File: src/rtl/plg_regs.svh
// Constants of the lock detector and break guard
// Overview of operation
// - Break with enable set: clears act normally
// - Flag cleared in break stays cleared
// - Enable at 0: break accesses keep event flag
// - Auto mode: tracking flag on track tolerance
// - Auto mode: lock flag on lock tolerance
// - Acquisition checked over fixed cycle window
// - Lock checked over second fixed window
// - Window average outside tolerance: no advance
// - Lock flag reads 0 without auto mode
// - Auto mode: lock change sets event flag, maybe interrupt
`ifndef PLG_REGS_SVH
`define PLG_REGS_SVH
`define PLG_ACQ_CYCLES 8'h20
`define PLG_LOCK_CYCLES 8'h80
`define PLG_TRK_TOL 9'h002
`define PLG_LOCK_TOL 9'h001
`define PLG_CNT_ZERO 9'h000
`define PLG_CNT_MAX 9'h1FF
`define PLG_REF_ONE 8'h01
`define PLG_REF_ZERO 8'h00
`define PLG_FB_ONE 9'h001
`endif

File: src/rtl/plg_pkg.sv
// Types shared by the lock detector files
package plg_pkg;
  typedef enum logic [1:0] {
    PLG_OFF  = 2'h0,
    PLG_ACQ  = 2'h1,
    PLG_TRK  = 2'h3,
    PLG_LOCK = 2'h2
  } plg_mode_e;
  typedef logic [7:0] plg_len_t;
  typedef logic [8:0] plg_cnt_t;
endpackage

File: src/rtl/plg_lock_detect.sv
// Lock detector, mode indicators and break-guarded event flag
`include "plg_regs.svh"
module plg_lock_detect
  import plg_pkg::*;
(
  // Clock and reset
  input  wire logic core_clk,
  input  wire logic arst_n,
  // Control bits
  input  wire logic pll_on,
  input  wire logic auto_bw,
  input  wire logic manual_track,
  input  wire logic irq_enable,
  // Software clear of the event flag
  input  wire logic event_clear,
  // Break state from system integration
  input  wire logic in_break,
  input  wire logic break_clear_enable,
  // Loop pulses, one cycle each
  input  wire logic ref_tick,
  input  wire logic fb_tick,
  // Status
  output logic      tracking_mode_flag,
  output logic      lock_flag,
  output logic      pll_event_flag,
  output logic      pll_irq
);
  plg_mode_e state_r;
  plg_mode_e state_nxt;
  plg_len_t  win_len;
  plg_cnt_t  win_err;
  logic      win_done;
  logic      run;
  logic      lock_nxt;
  logic      lock_chg;
  logic      clear_ok;

  // Tracking and lock share the longer window and the tracking indication
  function automatic logic plg_in_track(input plg_mode_e mode);
    return (mode == PLG_TRK) || (mode == PLG_LOCK);
  endfunction

  assign run = pll_on && auto_bw;

  // Lock window only once tracking; acquisition uses the shorter one
  assign win_len = plg_in_track(state_r) ? `PLG_LOCK_CYCLES : `PLG_ACQ_CYCLES;

  plg_window_meter i_plg_window_meter (
    .core_clk (core_clk),
    .arst_n   (arst_n),
    .restart  (!run),
    .win_len  (win_len),
    .ref_tick (ref_tick),
    .fb_tick  (fb_tick),
    .win_done (win_done),
    .win_err  (win_err)
  );

  always_comb
  begin
    state_nxt = state_r;
    case (state_r)
      PLG_OFF:
      begin
        if (run)
        begin
          state_nxt = PLG_ACQ;
        end
      end
      PLG_ACQ:
      begin
        if (win_done && win_err < `PLG_TRK_TOL)
        begin
          state_nxt = PLG_TRK;
        end
      end
      PLG_TRK:
      begin
        if (win_done && win_err < `PLG_LOCK_TOL)
        begin
          state_nxt = PLG_LOCK;
        end
        else if (win_done && win_err >= `PLG_TRK_TOL)
        begin
          state_nxt = PLG_ACQ;
        end
      end
      PLG_LOCK:
      begin
        if (win_done && win_err >= `PLG_TRK_TOL)
        begin
          state_nxt = PLG_ACQ;
        end
        else if (win_done && win_err >= `PLG_LOCK_TOL)
        begin
          state_nxt = PLG_TRK;
        end
      end
      default:
      begin
        state_nxt = PLG_OFF;
      end
    endcase
    if (!run)
    begin
      state_nxt = PLG_OFF;
    end
  end

  always_ff @(posedge core_clk or negedge arst_n)
  begin
    if (!arst_n)
    begin
      state_r <= PLG_OFF;
    end
    else
    begin
      state_r <= state_nxt;
    end
  end

  // Manual mode hands the tracking bit to software; no lock indication
  always_ff @(posedge core_clk or negedge arst_n)
  begin
    if (!arst_n)
    begin
      tracking_mode_flag <= 1'b0;
    end
    else if (auto_bw)
    begin
      tracking_mode_flag <= plg_in_track(state_nxt);
    end
    else
    begin
      tracking_mode_flag <= manual_track;
    end
  end

  assign lock_nxt = auto_bw && (state_nxt == PLG_LOCK);
  assign lock_chg = auto_bw && (lock_nxt != lock_flag);

  always_ff @(posedge core_clk or negedge arst_n)
  begin
    if (!arst_n)
    begin
      lock_flag <= 1'b0;
    end
    else
    begin
      lock_flag <= lock_nxt;
    end
  end

  // Debugger accesses in break must not eat a pending event unless allowed
  assign clear_ok = event_clear && (!in_break || break_clear_enable);

  always_ff @(posedge core_clk or negedge arst_n)
  begin
    if (!arst_n)
    begin
      pll_event_flag <= 1'b0;
    end
    else if (!auto_bw)
    begin
      pll_event_flag <= 1'b0;
    end
    else if (lock_chg)
    begin
      pll_event_flag <= 1'b1;
    end
    else if (clear_ok)
    begin
      pll_event_flag <= 1'b0;
    end
  end

  assign pll_irq = pll_event_flag && irq_enable;
endmodule // plg_lock_detect

File: src/rtl/plg_window_meter.sv
// Frequency error meter over a window of divided-reference cycles
`include "plg_regs.svh"
module plg_window_meter
  import plg_pkg::*;
(
  // Clock and reset
  input  wire logic     core_clk,
  input  wire logic     arst_n,
  // Measurement control
  input  wire logic     restart,
  input  wire plg_len_t win_len,
  input  wire logic     ref_tick,
  input  wire logic     fb_tick,
  // Result
  output logic          win_done,
  output plg_cnt_t      win_err
);
  plg_len_t ref_cnt_r;
  plg_cnt_t fb_cnt_r;
  plg_cnt_t fb_now;
  plg_cnt_t len_ext;
  logic     last_ref;

  always_comb
  begin
    fb_now = fb_cnt_r;
    if (fb_tick && fb_cnt_r != `PLG_CNT_MAX)
    begin
      fb_now = fb_cnt_r + `PLG_FB_ONE;
    end
  end

  assign len_ext  = {1'b0, win_len};
  assign last_ref = ref_tick && (ref_cnt_r == win_len - `PLG_REF_ONE);

  // Average over the whole window: total feedback edges vs reference edges
  always_ff @(posedge core_clk or negedge arst_n)
  begin
    if (!arst_n)
    begin
      ref_cnt_r <= `PLG_REF_ZERO;
      fb_cnt_r  <= `PLG_CNT_ZERO;
    end
    else if (restart)
    begin
      ref_cnt_r <= `PLG_REF_ZERO;
      fb_cnt_r  <= `PLG_CNT_ZERO;
    end
    else if (last_ref)
    begin
      ref_cnt_r <= `PLG_REF_ZERO;
      fb_cnt_r  <= `PLG_CNT_ZERO;
    end
    else
    begin
      if (ref_tick)
      begin
        ref_cnt_r <= ref_cnt_r + `PLG_REF_ONE;
      end
      fb_cnt_r <= fb_now;
    end
  end

  always_ff @(posedge core_clk or negedge arst_n)
  begin
    if (!arst_n)
    begin
      win_done <= 1'b0;
      win_err  <= `PLG_CNT_ZERO;
    end
    else
    begin
      win_done <= last_ref && !restart;
      if (last_ref && !restart)
      begin
        win_err <= (fb_now >= len_ext) ? fb_now - len_ext : len_ext - fb_now;
      end
    end
  end
endmodule // plg_window_meter

File: config.mk
export PLATFORM = sky130hd
export DESIGN_NAME = plg_lock_detect
export DESIGN_NICKNAME = d
export VERILOG_FILES = /design/src/rtl/plg_pkg.sv /design/src/rtl/plg_lock_detect.sv /design/src/rtl/plg_window_meter.sv
export VERILOG_INCLUDE_DIRS = /design/src /design/src/rtl
export SDC_FILE = /design/constraint.sdc
export NUM_CORES = 1
export LEC_CHECK = 0
export BUFFER_PORTS_ARGS = -buffer_cell sky130_fd_sc_hd__buf_4
export CORE_MARGIN = 2
export CORE_UTILIZATION = 40
export DETAILED_ROUTE_END_ITERATION = 6
export HOLD_SLACK_MARGIN = 0.02
export SLEW_MARGIN = 20
export SYNTH_ARGS = -nofsm -noshare
export SYNTH_HDL_FRONTEND = slang
export SYNTH_SLANG_ARGS = --single-unit
File: constraint.sdc
create_clock -name core_clk -period 5.4 [get_ports core_clk]
set_input_delay 0.54 -clock core_clk [delete_from_list [all_inputs] [get_ports core_clk]]
set_output_delay 0.54 -clock core_clk [all_outputs]
set_load 0.02 [all_outputs]
# Word level (Yosys, flattened, before mapping)
# Index checks and enable logic that the tools add are counted.
# classes
shifts,0
multipliers,0
mux,19
div_mod_pow,0
magnitude_cmp,5
add_sub_neg,5
n_eq_ne,10
bitwise_logic,0
n_reduce_logical,17
# op_table
cell,count
$mux W9,4
$mux W8,4
$logic_and A1 B1 Y1,12
$mux W2,6
$add A9 B1 Y9 const B,1
$ge A9 B1 Y1 const B,1
$ge A9 B2 Y1 const B,1
$ge A9 B8 Y1,1
$lt A9 B1 Y1 const B,1
$lt A9 B2 Y1 const B,1
$ne A9 B9 Y1 const B,1
$sub A8 B9 Y9,1
$sub A9 B8 Y9,1
$add A8 B1 Y8 const B,1
$eq A2 B2 Y1 const B,4
$eq A8 B8 Y1,1
$pmux W2 S4,1
$sub A8 B1 Y8 const B,1
$mux W1,4
$logic_or A1 B1 Y1,3
$ne A3 B1 Y1 const B,1
$ne A3 B2 Y1 const B,1
$eq A2 B1 Y1 const B,1
$logic_not A2 Y1,1
2 further kinds,2
# totals
regBits,32
word_cells,64
mem_bits_rw,0
output_inout_bits,4
rom_bits,0
latch_bits,0
mem_count,0
in_bits,11

# Logic depth before layout (Yosys ltp)
# logic_depth
word_depth,12
mapped_depth,18
depth_no_buf,16

# Cells and area by module
# From an unflattened synthesis, not the netlist that was laid out.
# hier_totals
cells_unflattened,283
area_unflattened_um2,2537.4
# by_module_without_submodules
module,area_per_inst_um2,seq_area_each_um2,n_inst,cells_each
plg_window_meter,2275.9,675.6,1,254
plg_lock_detect,261.5,125.1,1,29

# Worst setup path before layout
# OpenSTA, ideal clock, no wires.
# synth_path
kind,register -> register
startpoint,reg i_plg_window_meter.fb_cnt_r[0]
endpoint,reg i_plg_window_meter.win_err[7]
path_stages_with_launch,19
path_slack_ns,1.676
n_path_buf,3
required_ns,5.330
setup_ns,0.070
t_arrival_ns,3.654
period_less_slack_ns,3.724
cell_sequence,dfrtp_1 ha_1 clkbuf_1 nand3_1 nor2_1 ha_1 nor2b_1 buf_2 nand4_1 nor2_1 xnor2_1 ha_1 clkbuf_1 nor2b_1 a211oi_1 nor2b_1 o21ai_0 or4b_1 nand3b_1
# synth_between
elab_chain_cells,5
elab_cells_between_ends,8
classes_between,add/sub (3); order compare (1); eq/ne (1); mux (2); reduce/logical (1)
# synth_lines
item,line,text
"start, declared",plg_window_meter.sv:19,plg_cnt_t fb_cnt_r;
"start signal, assigned",plg_window_meter.sv:42,fb_cnt_r <= `PLG_CNT_ZERO;
"start signal, assigned",plg_window_meter.sv:47,fb_cnt_r <= `PLG_CNT_ZERO;
"start signal, assigned",plg_window_meter.sv:52,fb_cnt_r <= `PLG_CNT_ZERO;
branches (longest 2 deep; another with $add A9 B1 Y9),n/a,
$mux W9 *,plg_window_meter.sv:27,if (fb_tick && fb_cnt_r != `PLG_CNT_MAX)
$sub A8 B9 Y9 (tied with other cells),plg_window_meter.sv:76,win_err <= (fb_now >= len_ext) ? fb_now - len_ext : len_ext - fb_now;
$mux W9 *,plg_window_meter.sv:76,
"end signal, assigned",plg_window_meter.sv:69,win_err <= `PLG_CNT_ZERO;
"end signal, assigned",plg_window_meter.sv:76,
"end, declared",plg_window_meter.sv:16,output plg_cnt_t win_err
# Every way passes the cells marked *.
# A chain may end at the register's enable or synchronous reset.

# Worst setup path in the final report
# Same ends and word-level chain as after synthesis.

==> impl_metrics.ini <==
[run_status]
status = completed

[timing]
min_period_over_period_pct = 78.1
report.final.slew_viol_count = 0
finClkSkew_ps = 6.26
holdWs_ps = 175
rsz0062_at_grt = no
fin_crit_ps = 4220
fmax_ghz = 0.237
worstMarginPinSlew_ps = 436
slew_headroom_pct = 70.9
fin_setup_tns_ps = 0
setup_viol = 0
hold_viol = 0

[route]
post_drt_wl_per_cell_um = 14.3
ant_nets = 0
drt-pass1-iter-count = 4
viasPerCell = 5.37
vias = 1547
wl_mm = 4.11
drc = 0
drtIter0Drc = 57

[synth]
synthArstFlopShare_pct = 100
syn_nets = 229
synthTopCellsByArea = dfrtp_1, ha_1, nor2_1, xnor2_1, xor2_1
ys_seq_area_share_pct = 40.6
ys_seq_elements = 32
syn_avg_cell_area_um2 = 9.45
synth-edff-count = 0
synth_warnings = 0
yosysTopAreaCell = dfrtp_1
synth_top_cell_area_share_pct = 40.6
ys.flop_type = dfrtp_1
synthCells = 209
synth_area_um2 = 1970
synth.distinct_cells = 53

[layout]
num-fill-cells = 471
layout.nets = 240
syn2layout_area_growth_pct = 13.6
n_antenna_cell = 0
postLayoutCoreUtil_pct = 47.2
layout_common_cells = dfrtp_1, nor2_1, nand2_1, buf_4, o21ai_0
drive_gt1_share_pct = 12.7
final_common_cell = dfrtp_1

[power_and_ir_drop]
switching_share_pct = 21.8
p_switching_mw = 0.116
internal_power_mw = 0.418
combPwrFrac_pct = 6.3
ir_worst_vdd_v = 0.0000954
p_seq_share_pct = 45.5
clkPwrFrac_pct = 48.2
leakagePower_nw = 0.995
power_density_nw_per_um2 = 238

[critical_path]
crit_required_ps = 5620
path_cells = ha_1, nand3_1, nor2_1, ha_1, nor2b_1, nand4_1, nor2_1, xnor2_1, ha_1, ha_1, nor2b_1, a211oi_1, nor2b_1, o21ai_0, or4b_1, nand3b_1
cp.arrival_ps = 4440
crit_path_top_delay_cell = or4b_1
endpoint_kind = flop
crit_type = reg2reg
cp_max_fo = 8
crit_path_max_incr_delay_ps = 500
worst_setup_path_start_kind = flop
cp_num_buf_inv = 0
cpMostUsedCell = ha_1
critPathTopFamily = simple AND/OR/NAND/NOR gates

[grt]
grt_pass1_wl_mm = 6.98
grt_pass1_vias = 1440
antenna_found_initial = 0
track_usage_pct = 16.8
grt_max_degree = 33
overflow = 0

[job]
max_cap_violations = 0

[cts]
cts_sinks = 32
clk_pin_slew_ps = 70
cts-buffers-inserted = 5
cts_post_setup_buffers_inserted = 0
clk_latency_ps = 280
cts.path.max_buffers = 2
tritoncts = built
htree_levels = 2
cts-root-buf = clkbuf_8
cts-hold-fix-buffers = 0
cts_resized = 0

[die]
die_area_um2 = 5510
initial_utilization_pct = 41.5
coreArea_um2 = 4750
die_w_um = 74.3
die_h_um = 74.3
rows = 25
ios = 15

[placement]
gp_congestion = 0.860
port_buffers = 14
hpwl_mm = 3.05

[hold_path]
hold_path_class = in2async
-- through the flow --
stage               area, um^2  setup slack (ps)  instances  total power [mW]
floorplan                 1970              1680        209             0.266
global placement          2120              1350        280             0.282
detailed placement        2120              1230        280             0.282
CTS                       2240              1200        288             0.541
global route              2240               769        288             0.553
finish                    2240              1180        288             0.534
-- Yosys cell counts (3+ instances only) --
cell	instances
nor4_1	4
ha_1	9
clkbuf_1	7
o211ai_1	4
or3_1	3
dfrtp_1	32
xnor2_1	9
o21ai_0	11
a21oi_1	5
nand3_1	9
nor2_1	23
inv_1	9
nor2b_1	4
nand4_1	7
xor2_1	7
mux2i_1	4
nand2_1	16
-- kinds of logic after synthesis --
group | after synthesis | synth area share (%)
flip-flops | 32 | 40.6
XOR/XNOR | 16 | 7.10
buffers and inverters | 19 | 4.12
multiplexers | 5 | 2.60
AO/OA/AOI/OAI | 43 | 16.8
adder cells (fa/ha/maj) | 9 | 5.70
AND/OR/NAND/NOR | 85 | 23.1
-- sequential cells by signal, summed over array words and instances, names as in the netlist --
name,count
i_plg_window_meter.fb_cnt_r,9
i_plg_window_meter.ref_cnt_r,8
i_plg_window_meter.win_done,1
i_plg_window_meter.win_err,9
lock_flag,1
pll_event_flag,1
state_r,2
tracking_mode_flag,1
-- per-layer routing --
metal | track usage [%] | vias up | share of wire (%) | wire, um
li1 | - | 788 | - | -
met4 | 5.36 | 0 | 1.4 | 57
met3 | 4.07 | 6 | 4.3 | 175
met5 | 0 | - | 0 | 0
met1 | 22.9 | 719 | 49 | 2030
met2 | 26.6 | 34 | 45 | 1860
-- power by group through the flow --
stage	Clock [mW]	Combinational [mW]	Sequential, mW
floorplan	0	0.0178	0.248
global placement	0	0.0345	0.248
detailed placement	0	0.0344	0.248
CTS	0.264	0.0346	0.243
global route	0.272	0.0384	0.243
finish	0.258	0.0337	0.243
-- worst paths after layout --
kind | from | to | slack (ps) | cells past startpoint
worst max-delay path | i_plg_window_meter.fb_cnt_r[0] | i_plg_window_meter.win_err[7] | 1180 | 16
worst min-delay path | arst_n | i_plg_window_meter.ref_cnt_r[6] | 170 | 1
worst max register to register | i_plg_window_meter.fb_cnt_r[0] | i_plg_window_meter.win_err[7] | 1180 | 16
worst min register to register | i_plg_window_meter.win_err[0] | i_plg_window_meter.win_err[0] | 470 | 2
max in group asynchronous | arst_n | tracking_mode_flag | 4920 | 1
min in group core_clk | manual_track | tracking_mode_flag | 460 | 2
-- layout make-up --
cell class | count | area, um^2 | area share [%]
multi-input combinational | 158 | 1090 | 48.7
clock buffer | 7 | 96.3 | 4.30
sequential | 32 | 801 | 35.7
tap | 67 | 83.8 | 3.74
inverter | 9 | 33.8 | 1.51
clock inverter | 1 | 30.0 | 1.34
timing repair buffer | 14 | 105 | 4.69
-- worst register-to-register path, cell delays in order, from the launching register on --
cell and delay, ps:
dfrtp_1 470, ha_1 330, nand3_1 110, nor2_1 60, ha_1 230, nor2b_1 380, nand4_1 240, nor2_1 170
xnor2_1 190, ha_1 310, ha_1 230, nor2b_1 70, a211oi_1 230, nor2b_1 330, o21ai_0 240, or4b_1 500
nand3b_1 90
Power figures use the tool's default switching activity.
